File: config.mk
export PLATFORM = sky130hd
export DESIGN_NAME = display_timing_generator
export DESIGN_NICKNAME = d
export VERILOG_FILES = /design/src/rtl/display_timing_pkg.sv /design/src/rtl/display_timing_generator.sv
export SDC_FILE = /design/constraint.sdc
export NUM_CORES = 1
export LEC_CHECK = 0
export BUFFER_PORTS_ARGS = -buffer_cell sky130_fd_sc_hd__buf_2
export CAP_MARGIN = 10
export CORE_MARGIN = 3
export CORE_UTILIZATION = 53
export DETAILED_ROUTE_END_ITERATION = 8
export GPL_TIMING_DRIVEN = 0
export PLACE_DENSITY = 0.77
export SLEW_MARGIN = 10
export SYNTH_ARGS = -nofsm -noshare
export SYNTH_HDL_FRONTEND = slang
export SYNTH_SLANG_ARGS = --single-unit
File: constraint.sdc
create_clock -name clock -period 2.3 [get_ports clock]
set_input_delay 0.345 -clock clock [delete_from_list [all_inputs] [get_ports clock]]
set_output_delay 0.345 -clock clock [all_outputs]
set_load 0.01 [all_outputs]
File: src/rtl/display_timing_pkg.sv
`default_nettype none
package display_timing_pkg;
   // Register word offsets (byte addresses), one aligned word each
   localparam logic [5:0] OFF_H_START    = 6'h00;
   localparam logic [5:0] OFF_H_END      = 6'h04;
   localparam logic [5:0] OFF_V_START    = 6'h08;
   localparam logic [5:0] OFF_V_END      = 6'h0C;
   localparam logic [5:0] OFF_HSYNC_W    = 6'h10;
   localparam logic [5:0] OFF_LINE_PER   = 6'h14;
   localparam logic [5:0] OFF_VSYNC_ST   = 6'h18;
   localparam logic [5:0] OFF_FRAME_PER  = 6'h1C;
   localparam logic [5:0] OFF_BLANK_HI   = 6'h20;
   localparam logic [5:0] OFF_BLANK_LO   = 6'h24;
   localparam logic [5:0] OFF_MATCH_HI   = 6'h28;
   localparam logic [5:0] OFF_MATCH_LO   = 6'h2C;
   localparam logic [5:0] OFF_MODE       = 6'h30;
   localparam logic [5:0] OFF_STATUS     = 6'h34;

   // Field widths
   localparam int START_W = 9;
   localparam int END_W   = 10;
   localparam int HSW_W   = 7;
   localparam int LINE_W  = 11;
   localparam int VPOS_W  = 10;
   localparam int COMP_W  = 6;

   // Colour component positions
   localparam int COMP_HI_LSB = 2;
   localparam int COMP_G_LSB  = 10;

   // Sync mode encoding
   localparam logic [1:0] MODE_TV = 2'h2;

   // Status bit position
   localparam int STAT_TIMEOUT = 0;

   // AXI responses
   localparam logic [1:0] RESP_OKAY   = 2'h0;
   localparam logic [1:0] RESP_SLVERR = 2'h2;

   localparam logic [31:0] ZERO32 = 32'h0000_0000;
endpackage
`default_nettype wire

File: src/rtl/display_timing_generator.sv
// Function
// [RULE1] Horizontal window from programmed start/end dots
// [RULE2] Vertical window from programmed start/end lines
// [RULE3] Start fields 9 bits, end fields 10
// [RULE4] Hsync low for programmed dot count
// [RULE5] Line period from 11-bit cycle field
// [RULE6] Software: TV line period not below external
// [RULE7] Vsync starts at programmed line
// [RULE8] Software: internal vsync not before external
// [RULE9] Frame period equals programmed line count; the code runs one line more, lines 0 to the field value
// [RULE10] TV mode: flag missing external vsync rise
// [RULE11] Output blank colour while display off
// [RULE12] Blank colour field positions in two registers
// [RULE13] Colour detect when output equals match colour
// [RULE14] Software writes zero to reserved bits
// [RULE15] Timing and colour fields survive reset
// [RULE16] Display enable inside both windows
// [RULE17] Dot counter wraps, line counter advances
//
// The address map and register access over AXI4-Lite are this design's own decisions.
`default_nettype none
module display_timing_generator
   import display_timing_pkg::*;
(
   // Clock and reset
   input  wire logic        clock,
   input  wire logic        rst_b,
   // AXI4-Lite write address
   input  wire logic [5:0]  s_axi_awaddr,
   input  wire logic        s_axi_awvalid,
   output logic             s_axi_awready,
   // AXI4-Lite write data
   input  wire logic [31:0] s_axi_wdata,
   input  wire logic [3:0]  s_axi_wstrb,
   input  wire logic        s_axi_wvalid,
   output logic             s_axi_wready,
   // AXI4-Lite write response
   output logic [1:0]       s_axi_bresp,
   output logic             s_axi_bvalid,
   input  wire logic        s_axi_bready,
   // AXI4-Lite read address
   input  wire logic [5:0]  s_axi_araddr,
   input  wire logic        s_axi_arvalid,
   output logic             s_axi_arready,
   // AXI4-Lite read data
   output logic [31:0]      s_axi_rdata,
   output logic [1:0]       s_axi_rresp,
   output logic             s_axi_rvalid,
   input  wire logic        s_axi_rready,
   // External sync pins
   input  wire logic        external_hsync_in,
   input  wire logic        external_vsync_in,
   // Pixel path
   input  wire logic [17:0] pixelIn,
   output logic [17:0]      pixelOut,
   output logic             hsyncOutB,
   output logic             vsyncOutB,
   output logic             displayEnable,
   output logic             color_match_out
);
   // Configuration, not reset on purpose, apart from mode and status
   logic [START_W-1:0] h_active_start_q;
   logic [START_W-1:0] v_active_start_q;
   logic [END_W-1:0]   h_active_end_q;
   logic [END_W-1:0]   v_active_end_q;
   logic [HSW_W-1:0]   hsync_width_field_q;
   logic [LINE_W-1:0]  line_period_field_q;
   logic [VPOS_W-1:0]  vsync_start_field_q;
   logic [VPOS_W-1:0]  frame_period_field_q;
   logic [COMP_W-1:0]  blank_red_q;
   logic [COMP_W-1:0]  blank_green_q;
   logic [COMP_W-1:0]  blank_blue_q;
   logic [COMP_W-1:0]  match_red_q;
   logic [COMP_W-1:0]  match_green_q;
   logic [COMP_W-1:0]  match_blue_q;
   logic [1:0]         syncMode_q;
   logic               timeoutFlag_q;

   // Bus state
   logic        awHeld_q;
   logic        wHeld_q;
   logic [5:0]  awAddr_q;
   logic [31:0] wData_q;
   logic [3:0]  wStrb_q;

   // Synchronisers
   // Not reset: the pins idle long before TV mode is selected
   logic [1:0] exHsSync_q;
   logic [1:0] exVsSync_q;
   logic       exHsPrev_q;
   logic       exVsPrev_q;

   // Timing state
   logic [LINE_W-1:0] dotCount_q;
   logic [VPOS_W-1:0] lineCount_q;
   logic [VPOS_W-1:0] waitLines_q;

   // Write channel
   wire awTake   = s_axi_awvalid && s_axi_awready;
   wire wTake    = s_axi_wvalid && s_axi_wready;
   wire haveAw   = awHeld_q || awTake;
   wire haveW    = wHeld_q || wTake;
   wire [5:0]  wrAddr = awHeld_q ? awAddr_q : s_axi_awaddr;
   wire [31:0] wrData = wHeld_q ? wData_q : s_axi_wdata;
   wire [3:0]  wrStrb = wHeld_q ? wStrb_q : s_axi_wstrb;
   wire        doWrite = haveAw && haveW && !s_axi_bvalid;
   wire        wrLo    = doWrite && wrStrb[0];
   wire        wrHi    = doWrite && wrStrb[1];
   wire        wrMapped  = (wrAddr <= OFF_STATUS);
   wire        wrAligned = (wrAddr[1:0] == 2'h0);
   // Unmapped writes still answer, with an error and no effect
   wire        wrOk    = wrMapped && wrAligned;

   // Register write selects
   wire selHStart   = wrLo && (wrAddr == OFF_H_START);
   wire selHEnd     = wrLo && (wrAddr == OFF_H_END);
   wire selVStart   = wrLo && (wrAddr == OFF_V_START);
   wire selVEnd     = wrLo && (wrAddr == OFF_V_END);
   wire selHsWidth  = wrLo && (wrAddr == OFF_HSYNC_W);
   wire selLinePer  = wrLo && (wrAddr == OFF_LINE_PER);
   wire selVsStart  = wrLo && (wrAddr == OFF_VSYNC_ST);
   wire selFramePer = wrLo && (wrAddr == OFF_FRAME_PER);
   wire selBlankHi  = wrLo && (wrAddr == OFF_BLANK_HI);
   wire selBlankLoB = wrLo && (wrAddr == OFF_BLANK_LO);
   wire selBlankLoG = wrHi && (wrAddr == OFF_BLANK_LO);
   wire selMatchHi  = wrLo && (wrAddr == OFF_MATCH_HI);
   wire selMatchLoB = wrLo && (wrAddr == OFF_MATCH_LO);
   wire selMatchLoG = wrHi && (wrAddr == OFF_MATCH_LO);
   wire selMode     = wrLo && (wrAddr == OFF_MODE);
   wire clrTimeout  = wrLo && (wrAddr == OFF_STATUS) && wrData[STAT_TIMEOUT];

   // Sync inputs after two flops
   wire exHs = exHsSync_q[1];
   wire exVs = exVsSync_q[1];
   wire tvMode = (syncMode_q == MODE_TV);
   wire exHsFall = exHsPrev_q && !exHs;
   wire exVsRise = !exVsPrev_q && exVs;

   // [RULE5] Line period
   wire lineEnd  = (dotCount_q >= line_period_field_q);
   // [RULE9] Frame period
   wire frameEnd = (lineCount_q >= frame_period_field_q);
   // TV mode restarts the line at the external edge
   wire lineRestart = lineEnd || (tvMode && exHsFall);

   // [RULE1] Horizontal window
   wire hAct = (dotCount_q >= LINE_W'(h_active_start_q))
            && (dotCount_q < LINE_W'(h_active_end_q));
   // [RULE2] Vertical window
   wire vAct = (lineCount_q >= VPOS_W'(v_active_start_q))
            && (lineCount_q < v_active_end_q);
   // [RULE16] Both windows
   wire dispOn = hAct && vAct;
   // [RULE4] Hsync low width
   wire hsLow = (dotCount_q < LINE_W'(hsync_width_field_q));
   // [RULE7] Vsync from programmed line for one line
   wire vsLow = (lineCount_q == vsync_start_field_q);
   // [RULE11] Blank colour
   wire [17:0] pixNext = dispOn ? pixelIn
                        : {blank_red_q, blank_green_q, blank_blue_q};
   // [RULE13] Colour compare on driven output
   wire matchNext = (pixNext == {match_red_q, match_green_q, match_blue_q});
   // [RULE10] Timeout when wait reaches one frame period of lines
   wire waitOver = tvMode && (waitLines_q >= frame_period_field_q) && lineRestart;

   // Read mux, fed by the live read address input
   // Data is captured at the handshake, so it stands until rready
   logic [31:0] rdMux;
   always_comb
   begin
      rdMux = ZERO32;
      case (s_axi_araddr)
         // [RULE3] Field widths
         OFF_H_START:   rdMux[START_W-1:0] = h_active_start_q;
         OFF_H_END:     rdMux[END_W-1:0]   = h_active_end_q;
         OFF_V_START:   rdMux[START_W-1:0] = v_active_start_q;
         OFF_V_END:     rdMux[END_W-1:0]   = v_active_end_q;
         OFF_HSYNC_W:   rdMux[HSW_W-1:0]   = hsync_width_field_q;
         OFF_LINE_PER:  rdMux[LINE_W-1:0]  = line_period_field_q;
         OFF_VSYNC_ST:  rdMux[VPOS_W-1:0]  = vsync_start_field_q;
         OFF_FRAME_PER: rdMux[VPOS_W-1:0]  = frame_period_field_q;
         // [RULE12] Colour positions
         OFF_BLANK_HI:  rdMux[COMP_HI_LSB+:COMP_W] = blank_red_q;
         OFF_BLANK_LO:  rdMux = {16'h0000, blank_green_q, 2'h0, blank_blue_q, 2'h0};
         OFF_MATCH_HI:  rdMux[COMP_HI_LSB+:COMP_W] = match_red_q;
         OFF_MATCH_LO:  rdMux = {16'h0000, match_green_q, 2'h0, match_blue_q, 2'h0};
         OFF_MODE:      rdMux[1:0] = syncMode_q;
         OFF_STATUS:    rdMux[STAT_TIMEOUT] = timeoutFlag_q;
         default:       rdMux = ZERO32;
      endcase
   end
   wire rdMapped  = (s_axi_araddr <= OFF_STATUS);
   wire rdAligned = (s_axi_araddr[1:0] == 2'h0);
   wire rdOk      = rdMapped && rdAligned;

   // Bus handshake flops
   always_ff @(posedge clock)
   begin
      if (!rst_b)
      begin
         awHeld_q      <= 1'b0;
         wHeld_q       <= 1'b0;
         awAddr_q      <= 6'h00;
         wData_q       <= ZERO32;
         wStrb_q       <= 4'h0;
         s_axi_awready <= 1'b0;
         s_axi_wready  <= 1'b0;
         s_axi_bvalid  <= 1'b0;
         s_axi_bresp   <= RESP_OKAY;
         s_axi_arready <= 1'b0;
         s_axi_rvalid  <= 1'b0;
         s_axi_rdata   <= ZERO32;
         s_axi_rresp   <= RESP_OKAY;
      end
      else
      begin
         if (awTake)
         begin
            awHeld_q <= 1'b1;
            awAddr_q <= s_axi_awaddr;
         end
         if (wTake)
         begin
            wHeld_q <= 1'b1;
            wData_q <= s_axi_wdata;
            wStrb_q <= s_axi_wstrb;
         end
         s_axi_awready <= !haveAw && !s_axi_awready;
         s_axi_wready  <= !haveW && !s_axi_wready;
         if (doWrite)
         begin
            awHeld_q     <= 1'b0;
            wHeld_q      <= 1'b0;
            s_axi_bvalid <= 1'b1;
            s_axi_bresp  <= wrOk ? RESP_OKAY : RESP_SLVERR;
         end
         else if (s_axi_bready)
            s_axi_bvalid <= 1'b0;
         if (s_axi_arvalid && s_axi_arready)
         begin
            s_axi_arready <= 1'b0;
            s_axi_rvalid  <= 1'b1;
            s_axi_rdata   <= rdMux;
            s_axi_rresp   <= rdOk ? RESP_OKAY : RESP_SLVERR;
         end
         else
         begin
            if (s_axi_rvalid && s_axi_rready)
               s_axi_rvalid <= 1'b0;
            s_axi_arready <= !s_axi_rvalid && !s_axi_arready && s_axi_arvalid;
         end
      end
   end

   // [RULE15] Configuration keeps its value through reset
   always_ff @(posedge clock)
   begin
      // Window fields
      if (selHStart)
         h_active_start_q <= wrData[START_W-1:0];
      if (selHEnd)
         h_active_end_q <= wrData[END_W-1:0];
      if (selVStart)
         v_active_start_q <= wrData[START_W-1:0];
      if (selVEnd)
         v_active_end_q <= wrData[END_W-1:0];
      // Sync and period fields
      if (selHsWidth)
         hsync_width_field_q <= wrData[HSW_W-1:0];
      if (selLinePer)
         line_period_field_q <= wrData[LINE_W-1:0];
      if (selVsStart)
         vsync_start_field_q <= wrData[VPOS_W-1:0];
      if (selFramePer)
         frame_period_field_q <= wrData[VPOS_W-1:0];
      // Colour fields, green rides on the upper byte strobe
      if (selBlankHi)
         blank_red_q <= wrData[COMP_HI_LSB+:COMP_W];
      if (selBlankLoB)
         blank_blue_q <= wrData[COMP_HI_LSB+:COMP_W];
      if (selBlankLoG)
         blank_green_q <= wrData[COMP_G_LSB+:COMP_W];
      if (selMatchHi)
         match_red_q <= wrData[COMP_HI_LSB+:COMP_W];
      if (selMatchLoB)
         match_blue_q <= wrData[COMP_HI_LSB+:COMP_W];
      if (selMatchLoG)
         match_green_q <= wrData[COMP_G_LSB+:COMP_W];
   end

   // Mode and status, reset normally
   always_ff @(posedge clock)
   begin
      if (!rst_b)
      begin
         syncMode_q    <= 2'h0;
         timeoutFlag_q <= 1'b0;
      end
      else
      begin
         if (selMode)
            syncMode_q <= wrData[1:0];
         // [RULE10] Set wins over write-one-to-clear
         // A clear that meets a new timeout is lost; software rereads
         if (waitOver)
            timeoutFlag_q <= 1'b1;
         else if (clrTimeout)
            timeoutFlag_q <= 1'b0;
      end
   end

   // Pin synchronisers
   always_ff @(posedge clock)
   begin
      exHsSync_q <= {exHsSync_q[0], external_hsync_in};
      exVsSync_q <= {exVsSync_q[0], external_vsync_in};
      exHsPrev_q <= exHs;
      exVsPrev_q <= exVs;
   end

   // [RULE17] Dot and line counters
   always_ff @(posedge clock)
   begin
      if (!rst_b)
      begin
         dotCount_q  <= '0;
         lineCount_q <= '0;
         waitLines_q <= '0;
      end
      else
      begin
         dotCount_q <= lineRestart ? '0 : dotCount_q + 1'b1;
         // External rise realigns the frame in TV mode
         if (tvMode && exVsRise)
            lineCount_q <= '0;
         else if (lineRestart)
            lineCount_q <= frameEnd ? '0 : lineCount_q + 1'b1;
         if (!tvMode || exVsRise || waitOver)
            waitLines_q <= '0;
         else if (lineRestart)
            waitLines_q <= waitLines_q + 1'b1;
      end
   end

   // Registered outputs
   always_ff @(posedge clock)
   begin
      if (!rst_b)
      begin
         pixelOut        <= 18'h0_0000;
         hsyncOutB       <= 1'b1;
         vsyncOutB       <= 1'b1;
         displayEnable   <= 1'b0;
         color_match_out <= 1'b0;
      end
      else
      begin
         pixelOut        <= pixNext;
         hsyncOutB       <= !hsLow;
         vsyncOutB       <= !vsLow;
         displayEnable   <= dispOn;
         color_match_out <= matchNext;
      end
   end
endmodule
`default_nettype wire

* Yosys cells after proc, flatten, opt, wreduce, memory -nomap -nowiden
Cells that the tools add are included. Widths: inputs -> output; s select.
Operators by class: $add $sub $neg 3, reductions and logical operators 69, bitwise gates (word level) 1, order comparisons 10, equality and inequality tests 29, mux-type cells 21
Operator list (count):
- $eq 6x6->1 const B | 12
- $pmux 5 s12 | 1
- $eq 6x5->1 const B | 8
- $logic_and 1x1->1 | 40
- $eq 6x4->1 const B | 4
- $add 10x1->10 const B | 2
- $ge 10x10->1 | 2
- $eq 18x18->1 | 1
- $mux 18 | 1
- $mux 16 | 1
- $eq 6x3->1 const B | 2
- $le 6x6->1 const B | 2
- $logic_not 1->1 | 12
- $logic_not 6->1 | 2
- $add 11x1->11 const B | 1
- $ge 11x11->1 | 1
- $ge 11x9->1 | 1
- $lt 11x10->1 | 1
- $lt 11x7->1 | 1
- $pmux 1 s11 | 1
- $eq 10x10->1 | 1
- $ge 10x9->1 | 1
- $lt 10x10->1 | 1
- $mux 10 | 1
- 15 further kinds | 33
Word-level totals: register bits after elaboration 241, output and inout port bits 63

* Depth between registers and ports, before layout
Gate-level depths: netlist of the first run.
depth in word-level cells 9, depth in mapped cells 13, depth with buffers taken out 11

* Worst setup path after synthesis of the first run
Ideal clock, no wire load.
path kind register to register, start point reg lineCount_q[0], end point reg color_match_out, stages on the path, launching flop included 13, arrival time 2.396 ns, library setup time 0.112 ns, clock period less this slack 2.508 ns, data required time 2.188 ns, path slack -0.208 ns, cell sequence dfxtp_1 -> buf_6 -> inv_1 -> ha_1 -> nand2b_1 -> a211oi_1 -> a2bb2oi_1 -> o21ai_1 -> o211ai_4 -> buf_6 -> mux2i_1 -> o2111ai_1 -> a2111oi_1
Between the ends: word-level cells in the longest chain between the ends 5, elaborated cells between the ends (all ways) 6, those cells by class order compare: 2; eq/ne: 1; mux: 1; reduce/logical: 2
RTL lines:
- start: declaration | line display_timing_generator.sv:95 | logic [VPOS_W-1:0] lineCount_q;
- start signal: assignment | line display_timing_generator.sv:337 | lineCount_q <= frameEnd ? '0 : lineCount_q + 1'b1;
- $ge 10x9->1 / $lt 10x10->1 (equally long branches) | line display_timing_generator.sv:150, display_timing_generator.sv:151
- $logic_and 1x1->1 * | line display_timing_generator.sv:151 | && (lineCount_q < v_active_end_q);
- $logic_and 1x1->1 * | line display_timing_generator.sv:153 | wire dispOn = hAct && vAct;
- $mux 18 * | line display_timing_generator.sv:159 | wire [17:0] pixNext = dispOn ? pixelIn
- $eq 18x18->1 * | line display_timing_generator.sv:162 | wire matchNext = (pixNext == {match_red_q, match_green_q, match_blue_q});
- end signal: assignment | line display_timing_generator.sv:362 | color_match_out <= matchNext;
- end: declaration | line display_timing_generator.sv:59 | output logic color_match_out
Mark *: on every way between the ends. The rest lies on a longest branch, timed or not. A chain may end at the register's enable or synchronous reset.

* Final worst setup path of the first run
start point reg v_active_start_q[0], end point reg color_match_out
Between the ends: word-level cells in the longest chain between the ends 5
RTL lines:
- start: declaration | line display_timing_generator.sv:63 | logic [START_W-1:0] v_active_start_q;
- start signal: assignment | line display_timing_generator.sv:264 | v_active_start_q <= wrData[START_W-1:0];
- $ge 10x9->1 | line display_timing_generator.sv:150 | wire vAct = (lineCount_q >= VPOS_W'(v_active_start_q))
- $logic_and 1x1->1 | line display_timing_generator.sv:151
- $logic_and 1x1->1 | line display_timing_generator.sv:153
- $mux 18 | line display_timing_generator.sv:159
- $eq 18x18->1 | line display_timing_generator.sv:162
No other way between the ends.

==> flow_summary.toml, run 1 <==
[detailed_routing]
ant_nets = 0
wl_met2_um = 15300
drc = 0
wl_per_cell_um = 21.9
wl_met3_um = 3790
vias = 9173
routed_via_density = 6.00
wl_met1_um = 13000
highest_layer = "met5"
drtPass1Iterations = 7
wirelength_um = 33500
dr.first_iter.drc_count = 1199

[power]
ir_worst_vdd_uv = 670
power_density_nw_per_um2 = 632
swShare_pct = 23.6
power_frac_seq_pct = 49.2
clkPwrFrac_pct = 43.4
p_leak_nw = 5.66
p_switching_mw = 2.06
p_comb_share_pct = 7.3
internal_power_mw = 6.66

[global_route]
grt_pass1_vias = 8744
grt_pass1_wl_um = 49700
grt_max_degree = 14
grtUsageTotal_pct = 29.0
globalRoute.totalOverflow = 0
antenna_found_initial = 4

[floorplan]
die_area_sq_um = 22400
io_pins = 138
rows = 51
die_h_um = 150
start_util_pct = 55.1
core_sq_um = 19800
die_w_um = 150

[clock_tree]
cts_buffers = 24
cts_tree = "done"
clock_latency_ns = 0.54
htree_levels = 1
cts.clk_slew.worst_paths_ns = 0.06
cts_root_buf = "clkbuf_16"
clock_sinks = 223
clockBufferDepth = 3

[synth]
ys_seq_area_share_pct = 51.1
synth_async_sr_flop_share_pct = 0
synth_top_area_cell = "edfxtp_1"
synth_edf_count = 112
synth_cells = 1061
syn_area_sq_um = 10900
ys.flop_type = "edfxtp_1"
avgSynthCellArea_sq_um = 10.3
synth_area_leaders = "edfxtp_1 (31%), dfxtp_1 (20%), ha_1 (8.7%)"
yosys_warnings = 0
synth_cell_types = 62
synth_seq_cells = 223
synth_top_area_share_pct = 30.8

[worst_setup_path]
critPathKind = "reg -> reg"
crit_buf_inv = 0
worstPathArrival_ns = 3.10
slowest_delay_ns = 0.48
crit_family = "compound AO/OA/AOI/OAI gates"
crit_slowest_cell = "edfxtp_1"
critPathLaunchType = "flip-flop"
path_max_fanout = 4
cp.required_ns = 2.74
endpoint_kind = "flip-flop"
crit_chain = "ha_4 -> nand2b_4 -> a211oi_4 -> a2bb2oi_2 -> o21ai_2 -> o211ai_4 -> mux2i_4 -> xor2_2 -> o2111ai_2 -> a2111oi_2"

[sta]
fin_crit_sh_pct = 116
setup_viol = 33
hold_viol = 0
tightest_slew_ns = 1.20
rsz0062_at_grt = "true"
timing.hold.ws_ns = 0.0421
drv_slew = 0
finClkSkew_ns = 0.0246
fmax_ghz = 0.375
fin_crit_ns = 2.66
slew_headroom_pct = 20.3
setup_slack_ns = -0.364

[placement]
dp_hpwl_um = 23600
gp_congestion = 1.03
io_buffers = 98

[run_status]
status = "finished, violations left"
violations = "negative setup slack"

[cells_and_area]
num-nets-final = 1395
drive_gt1_share_pct = 26.7
multi_input_area_sq_um = 5470
final_core_util_pct = 69.5
most-common-layout-cells = "edfxtp_1 (112), buf_2 (98), dfxtp_1 (96)"
syn2layout_area_growth_pct = 26.2
seq_area_sq_um = 5610
mostFrequentLayoutCell = "edfxtp_1"
fillers = 1393

[job]
cap_viol_max_count = 0

[worst_hold_path]
hold_path.class = "in -> reg"
## per-stage QoR
step / TNS, ns / power [mW] / setup WS, ns / area (sq um) / instances
4_1_cts: -2.47 / 8.67 / -0.466 / 13300 / 1508
5_1_grt: -8.75 / 8.96 / -0.477 / 13800 / 1530
3_3_place_gp: -60.47 / 4.92 / -0.750 / 11900 / 1441
6_report: -4.27 / 8.73 / -0.364 / 13800 / 1530
2_1_floorplan: -1.66 / 4.70 / -0.138 / 11000 / 1078
3_5_place_dp: -64.04 / 4.93 / -0.717 / 11900 / 1441
## what timing repair did
| item | in CTS | in global routing |
|---|---|---|
| buffers inserted | 22 | 19 |
| pin swaps | 56 | 37 |
| hold buffers | 2 | 0 |
| gates cloned | 3 | 1 |
| resized for setup | 83 | 91 |
| setup endpoints to repair | 166 | 159 |
| endpoints found under the hold margin | 2 | 0 |
## logic make-up (layout without fill, tap and decap cells)
logic type               Yosys count  count (layout)  share of synthesized area [%]
flip-flops                       223             223                           51.1
AND/OR/NAND/NOR                  331             332                           14.1
adder cells (fa/ha/maj)           76              76                           8.70
XOR/XNOR                          57              57                           4.57
multiplexers                      49              49                           4.68
other                              1              21                         0.0343
AO/OA/AOI/OAI                    191             192                           11.5
buffers and inverters            133             315                           5.36
## flip-flops by register name, summed over array words and instances (netlist names), 10 cells and up
| register | cells |
|---|---|
| frame_period_field_q | 10 |
| waitLines_q | 10 |
| dotCount_q | 11 |
| line_period_field_q | 11 |
| h_active_end_q | 10 |
| vsync_start_field_q | 10 |
| wData_q | 16 |
| s_axi_rdata | 16 |
| pixelOut | 18 |
| lineCount_q | 10 |
| v_active_end_q | 10 |
## synth_stat cells (all sizes together), types with 3 or more instances
master	number
nand2	84
a22oi	23
nand4b	6
a222oi	10
nor2b	9
xor2	38
nor4	13
ha	76
a211oi	7
a32oi	3
o21ai	38
nor3b	3
nor4b	3
nand3	37
nand4	13
mux2	17
clkbuf	29
dfxtp	111
a221oi	10
xnor2	19
a21o	9
nand2b	14
inv	78
nor3	20
or3	4
o211ai	4
a21oi	63
nor2	116
buf	26
mux2i	32
edfxtp	112
a31oi	7
## power by group through the flow
stage               Sequential, mW  Combinational (mW)  Clock, mW
floorplan                     4.37               0.324          0
global placement              4.37               0.546          0
detailed placement            4.37               0.557          0
CTS                           4.29               0.587       3.79
global route                  4.30               0.687       3.97
finish                        4.30               0.641       3.79
## worst paths after layout
path / start / to / slack [ns] / cells past startpoint
worst max-delay path: v_active_start_q[0]$_DFFE_PP_ / color_match_out$_SDFF_PN0_ / -0.36 / 10
worst min-delay path: s_axi_arvalid / s_axi_arready$_SDFF_PP0_ / 0.04 / 3
worst max register to register: v_active_start_q[0]$_DFFE_PP_ / color_match_out$_SDFF_PN0_ / -0.36 / 10
worst min register to register: exHsSync_q[0]$_DFF_P_ / exHsSync_q[1]$_DFF_P_ / 0.32 / 0
## layer usage
layer  vias to the layer above  GRT usage, %
met2                       528          45.2
met3                       103          4.91
met1                      4388          40.4
met4                         2          12.2
met5                         -             0
li1                       4152             -
## area by class of cell
class                           count  area share (%)
Inverter                           78            2.16
Buffer                             51            2.58
Antenna cell                        3          0.0544
Tap cell                          265            2.40
Timing Repair Buffer              142            6.91
Sequential cell                   223            40.6
Clock buffer                       35            4.94
Clock inverter                      9           0.707
Multi-Input combinational cell    724            39.6
## worst min-delay path, cell delays in order
cell and delay (ns):
buf_2 0.11, nand2_1 0.05, nor3_1 0.03
Note: power is estimated with default switching activity, not from simulation.
==> inputs of run 2 (changes only) <==
- CORE_ASPECT_RATIO: unset -> 1.2
- GPL_ROUTABILITY_DRIVEN: unset -> 0
==> flow_summary.toml, run 2 (same netlist as run 1, synthesis figures left out) <==
[worst_setup_path]
crit_family = "compound AO/OA/AOI/OAI gates"
critPathLaunchType = "flip-flop"
crit_buf_inv = 1
critPathKind = "reg -> reg"
endpoint_kind = "flip-flop"
path_max_fanout = 6
crit_slowest_cell = "edfxtp_1"
crit_chain = "inv_2 -> ha_4 -> a21o_1 -> a211oi_2 -> o21ai_2 -> a211oi_2 -> o211ai_4 -> mux2i_2 -> xor2_1 -> o2111ai_1 -> a2111oi_1"
regToRegSetupSlack_ns = -0.54
cp_common_cell = "a211oi_2"
rr_worst_depth = 11
worstPathArrival_ns = 3.24
cp.required_ns = 2.70
rr_endpoint = "color_match_out$_SDFF_PN0_"
slowest_delay_ns = 0.46
timing.rr.start = "v_active_end_q[3]$_DFFE_PP_"

[floorplan]
core_sq_um = 19900
io_pins = 138
die_area_sq_um = 22400
rows = 56
die_w_um = 137
die_h_um = 163
start_util_pct = 54.9

[cells_and_area]
most-common-layout-cells = "edfxtp_1 (112), buf_2 (99), dfxtp_1 (98)"
seq_area_sq_um = 5610
fillers = 1437
design_area_sq_um = 13700
mostFrequentLayoutCell = "edfxtp_1"
top_regs = "pixelOut (18), s_axi_rdata (16), wData_q (16)"
multi_input_area_sq_um = 5360
antenna_cells = 0
syn2layout_area_growth_pct = 25.1
stdcell_count = 1521
largest_reg_flops = 18
drive_gt1_share_pct = 25.1
num-nets-final = 1393
top_register = "pixelOut"

[sta]
fin_crit_ns = 2.84
tightest_slew_ns = 1.13
fin_crit_sh_pct = 123
hold_viol = 0
slew_headroom_pct = 23.8
drv_slew = 0
rsz0062_at_grt = "true"
setup_slack_ns = -0.537
finClkSkew_ns = 0.0206
fmax_ghz = 0.353
timing.hold.ws_ns = 0.0591
setup_viol = 35

[global_route]
grt_use_met3_pct = 5.08
antenna_found_initial = 0
grt_max_degree = 15
use_met2_pct = 48.7
top_usage_layer = "met2"
grtUsageTotal_pct = 28.6
globalRoute.totalOverflow = 0
grt_pass1_vias = 8692
grt_pass1_wl_um = 48700
use_met1_pct = 35.0

[placement]
dpl-instance-area_sq_um = 11900
post-place-ws_ns = -0.676
io_buffers = 98
dp_cells = 1437
dp_hpwl_um = 23100

[clock_tree]
clock_latency_ns = 0.52
clockBufferDepth = 3
clock_sinks = 223
cts_buffers = 24
cts_tree = "done"
cts.clk_slew.worst_paths_ns = 0.06
htree_levels = 1
cts_root_buf = "clkbuf_16"

[power]
ir_worst_vdd_uv = 804
p_leak_nw = 5.69
total_power_mw = 8.80
power_density_nw_per_um2 = 643

[detailed_routing]
ant_nets = 0
drtPass1Iterations = 5
vias = 9112
wl_per_cell_um = 21.7
routed_via_density = 5.99
drc = 0
wirelength_um = 33000
dr.first_iter.drc_count = 1085

[worst_hold_path]
hold_end = "s_axi_arready$_SDFF_PP0_"
hold_depth = 3
hold_start = "s_axi_arvalid"
hold_path.class = "in -> reg"

[run_status]
violations = "negative setup slack"
status = "finished, violations left"

[job]
cap_viol_max_count = 0
## run 2: cell types whose count changed in the layout (fill, tap and decap cells not counted), moves of 3 or more
| cell | previous run | this run |
|---|---|---|
| nor2_4 | 27 | 16 |
| mux2i_1 | 21 | 25 |
| nor2_1 | 75 | 84 |
| mux2i_2 | 9 | 6 |
| diode_2 | 3 | 0 |
| clkinv_1 | 3 | 6 |
| clkbuf_8 | 5 | 2 |
| buf_4 | 45 | 39 |
## run 2: worst max path at each step
stage                                 from                          end  slack, ns  depth (start not counted)
2_1_floorplan  lineCount_q[0]$_SDFFE_PP0P_   color_match_out$_SDFF_PN0_      -0.14                         12
3_3_place_gp   lineCount_q[0]$_SDFFE_PP0P_   color_match_out$_SDFF_PN0_      -0.58                         12
3_5_place_dp               s_axi_araddr[1]  s_axi_rdata[7]$_SDFFE_PN0P_      -0.68                         10
4_1_cts        v_active_end_q[3]$_DFFE_PP_   color_match_out$_SDFF_PN0_      -0.53                         11
5_1_grt        v_active_end_q[3]$_DFFE_PP_   color_match_out$_SDFF_PN0_      -0.62                         12
6_report       v_active_end_q[3]$_DFFE_PP_   color_match_out$_SDFF_PN0_      -0.54                         11
## run 2: metrics by stage
step	setup TNS, ns	utilization (%)
finish	-5.59	68.7
floorplan	-1.66	-
global placement	-56.48	59.6
detailed placement	-61.67	59.6
CTS	-3.95	67.0
global route	-9.02	68.7
## run 2: what timing repair did
action | CTS | global route
setup buffers | 20 | 18
gates cloned | 6 | 0
setup endpoints to repair | 167 | 144
hold buffers | 2 | 0
pin swaps | 59 | 24
endpoints found under the hold margin | 2 | 0
gates resized for setup | 99 | 46
## run 2: metal layers
layer / up-vias / share of wire [%]
met3: 139 / 9.3
met1: 4280 / 36
met2: 538 / 49
li1: 4155 / -
met5: - / 0
met4: 0 / 6.0
## run 2: report_power, final
part	switching (mW)	internal [mW]	leakage, nW
combinational	0.401	0.227	3.39
sequential	0.0457	4.25	1.92
clock	1.55	2.32	0.378
total	2.00	6.80	5.69
## run 2: cell type report
class | instances | area share [%]
tap | 261 | 2.39
clock inverter | 14 | 1.07
sequential | 223 | 41.0
buffer | 50 | 2.42
multi-input combinational | 725 | 39.2
inverter | 78 | 2.14
clock buffer | 30 | 4.71
timing repair buffer | 140 | 7.06
## run 2: worst reg2reg max path, stage by stage (launching register included)
cell	delay, ns
edfxtp_1	0.46
inv_2	0.10
ha_4	0.20
a21o_1	0.19
a211oi_2	0.21
o21ai_2	0.12
a211oi_2	0.27
o211ai_4	0.25
mux2i_2	0.28
xor2_1	0.17
o2111ai_1	0.15
a2111oi_1	0.33
==> inputs of run 3 (changes only) <==
- ABC_AREA: unset -> 1
==> flow_summary.toml, run 3 <==
[run_status]
status = "finished, violations left"
violations = "negative setup slack"

[clock_tree]
cts.clk_slew.worst_paths_ns = 0.07
clockBufferDepth = 3
htree_levels = 1
clock_sinks = 223
clock_latency_ns = 0.52
cts_tree = "done"
cts_buffers = 23
cts_root_buf = "clkbuf_16"

[synth]
ys_seq_area_share_pct = 48.7
yosys.area_share.simple_pct = 21.4
synth.most_common_cell = "nand2_1"
synth_common_cells = "nand2_1 (306), inv_1 (219), nor2_1 (149)"
synth_compound_area_share_pct = 9.92
synth_top_family_by_area = "simple AND/OR/NAND/NOR gates"
avgSynthCellArea_sq_um = 8.37
synth_top_area_share_pct = 29.3
synth_area_leaders = "edfxtp_1 (29%), dfxtp_1 (19%), nand2_1 (10%)"
synth_cell_types = 51
syn_area_sq_um = 11500
synth_async_sr_flop_share_pct = 0
yosys_warnings = 0
synth_cells = 1369
ys.flop_type = "edfxtp_1"
synth_top_area_cell = "edfxtp_1"
synth-xor-area-share_pct = 1.83
synthAdderAreaFrac_pct = 8.30
synth_edf_count = 112
synth_mux_area_share_pct = 0.175
synth_seq_cells = 223

[worst_setup_path]
rr_worst_depth = 17
worstPathArrival_ns = 2.91
crit_buf_inv = 1
worstSetupStartpoint = "lineCount_q[8]$_SDFFE_PP0P_"
regToRegSetupSlack_ns = -0.16
critPathKind = "reg -> reg"
endpoint_kind = "flip-flop"
crit_chain = "ha_1 -> nand2_2 -> a21oi_1 -> nor2_2 -> nand2_1 -> nor2_2 -> nand2_4 -> nor2_8 -> buf_6 -> nand2_4 -> nand2_2 -> nand2_1 -> nand2_1 -> nand3_1 -> nor2_2 -> nand3_2 -> nor2_1"
slowest_delay_ns = 0.44
rr_endpoint = "color_match_out$_SDFF_PN0_"
path_max_fanout = 5
crit_slowest_cell = "dfxtp_1"
timing.rr.start = "lineCount_q[8]$_SDFFE_PP0P_"
cp_num_cells = 17
setup.worst_path.end = "color_match_out$_SDFF_PN0_"
crit_family = "simple AND/OR/NAND/NOR gates"
cp.required_ns = 2.75
critPathLaunchType = "flip-flop"

[cells_and_area]
drive_gt1_share_pct = 19.8
final_core_util_pct = 65.5
fillers = 1675
most-common-layout-cells = "nand2_1 (293), inv_1 (205), nor2_1 (128)"
multi_input_area_sq_um = 5200
syn2layout_area_growth_pct = 20.6
top_regs = "pixelOut (18), s_axi_rdata (16), wData_q (16)"
mostFrequentLayoutCell = "nand2_1"
top_register = "pixelOut"
largest_reg_flops = 18
seq_area_sq_um = 5620
num-nets-final = 1698
antenna_cells = 0

[detailed_routing]
routed_via_density = 5.65
ant_nets = 0
wl_per_cell_um = 18.4
dr.first_iter.drc_count = 1031
vias = 10400
drc = 0
wirelength_um = 33800
drtPass1Iterations = 6

[floorplan]
core_sq_um = 21100
die_w_um = 140
start_util_pct = 54.3
rows = 58
io_pins = 138
die_h_um = 167
die_area_sq_um = 23400

[power]
p_leak_nw = 6.35
ir_worst_vdd_uv = 600
swShare_pct = 23.5
power_frac_seq_pct = 50.0
clkPwrFrac_pct = 43.1
internal_power_mw = 6.59
p_comb_share_pct = 6.9
p_switching_mw = 2.03
power_density_nw_per_um2 = 623

[sta]
fin_crit_sh_pct = 107
fmax_ghz = 0.407
slew_headroom_pct = 46.1
timing.hold.ws_ns = 0.0646
hold_viol = 0
rsz0062_at_grt = "true"
setup_viol = 2
setup_slack_ns = -0.159
drv_slew = 0
tightest_slew_ns = 0.807
finClkSkew_ns = 0.0170
fin_crit_ns = 2.46

[placement]
post-place-ws_ns = -0.607
dp_hpwl_um = 24400
io_buffers = 100

[global_route]
grt_pass1_vias = 9761
globalRoute.totalOverflow = 0
grt_max_degree = 16
grt_pass1_wl_um = 51400
grtUsageTotal_pct = 27.6
antenna_found_initial = 0

[worst_hold_path]
hold_path.class = "in -> reg"

[job]
cap_viol_max_count = 0
run 3: tightest hold or removal path, stage by stage:
cell     delay (ns)
buf_2          0.11
nand2_1        0.05
nor3_1         0.04
run 3: metal layers:
layer / vias up / track usage (%) / routed length [um]
met5: - / 0 / 0
met4: 0 / 12.3 / 1540
met3: 110 / 5.71 / 3640
met2: 593 / 46.0 / 16200
met1: 4789 / 34.7 / 12500
li1: 4866 / - / -
run 3: area by class of cell:
class	instances	area share, %
well taps	270	2.44
clock buffers	28	4.44
inverters	226	6.15
plain buffers	43	1.96
multi-input cells	895	37.6
repair buffers	135	5.77
clock inverters	14	0.932
flip-flops and latches	223	40.7
run 3: how the worst min path moves through the flow:
stage / slack [ns] / from / endpoint / depth (start not counted)
2_1_floorplan: 0.31 / exHsSync_q[0]$_DFF_P_ / exHsSync_q[1]$_DFF_P_ / 0
3_3_place_gp: 0.31 / exVsSync_q[0]$_DFF_P_ / exVsSync_q[1]$_DFF_P_ / 0
3_5_place_dp: 0.31 / exHsSync_q[0]$_DFF_P_ / exHsSync_q[1]$_DFF_P_ / 0
4_1_cts: 0.05 / s_axi_arvalid / s_axi_arready$_SDFF_PP0_ / 3
5_1_grt: 0.07 / s_axi_arvalid / s_axi_arready$_SDFF_PP0_ / 3
6_report: 0.06 / s_axi_arvalid / s_axi_arready$_SDFF_PP0_ / 3
run 3: power groups by stage:
stage | Clock, mW | Sequential, mW | Combinational, mW
after floorplan | 0 | 4.40 | 0.307
after global placement | 0 | 4.39 | 0.517
after detailed placement | 0 | 4.40 | 0.532
after CTS | 3.74 | 4.31 | 0.558
after global routing | 3.89 | 4.32 | 0.649
final | 3.71 | 4.31 | 0.592
run 3: stage by stage:
| step | std cells | power [mW] | cell area [sq um] | setup TNS (ns) |
|---|---|---|---|---|
| finish | 1834 | 8.61 | 13800 | -0.173 |
| global route | 1834 | 8.86 | 13800 | -0.419 |
| CTS | 1815 | 8.61 | 13500 | -0.119 |
| detailed placement | 1756 | 4.93 | 12400 | -57.53 |
| global placement | 1756 | 4.91 | 12400 | -52.88 |
| floorplan | 1386 | 4.70 | 11500 | 0 |
run 3: what timing repair did:
item                                    in CTS  in global routing
hold buffers                                 2                  0
resized for setup                           83                 51
endpoints found under the setup margin     153                146
hold endpoints to repair                     2                  0
buffers inserted                            14                 18
cloned                                       1                  1
pin swaps                                   24                 19
run 3: cells by family after synthesis:
family                     Yosys count
and+or+nand+nor                    585
buffers and inverters              269
DFF                                223
AOI/OAI and AO/OA                  189
adders and majority gates           76
xor gates and xnor gates            24
muxes                                2
other                                1
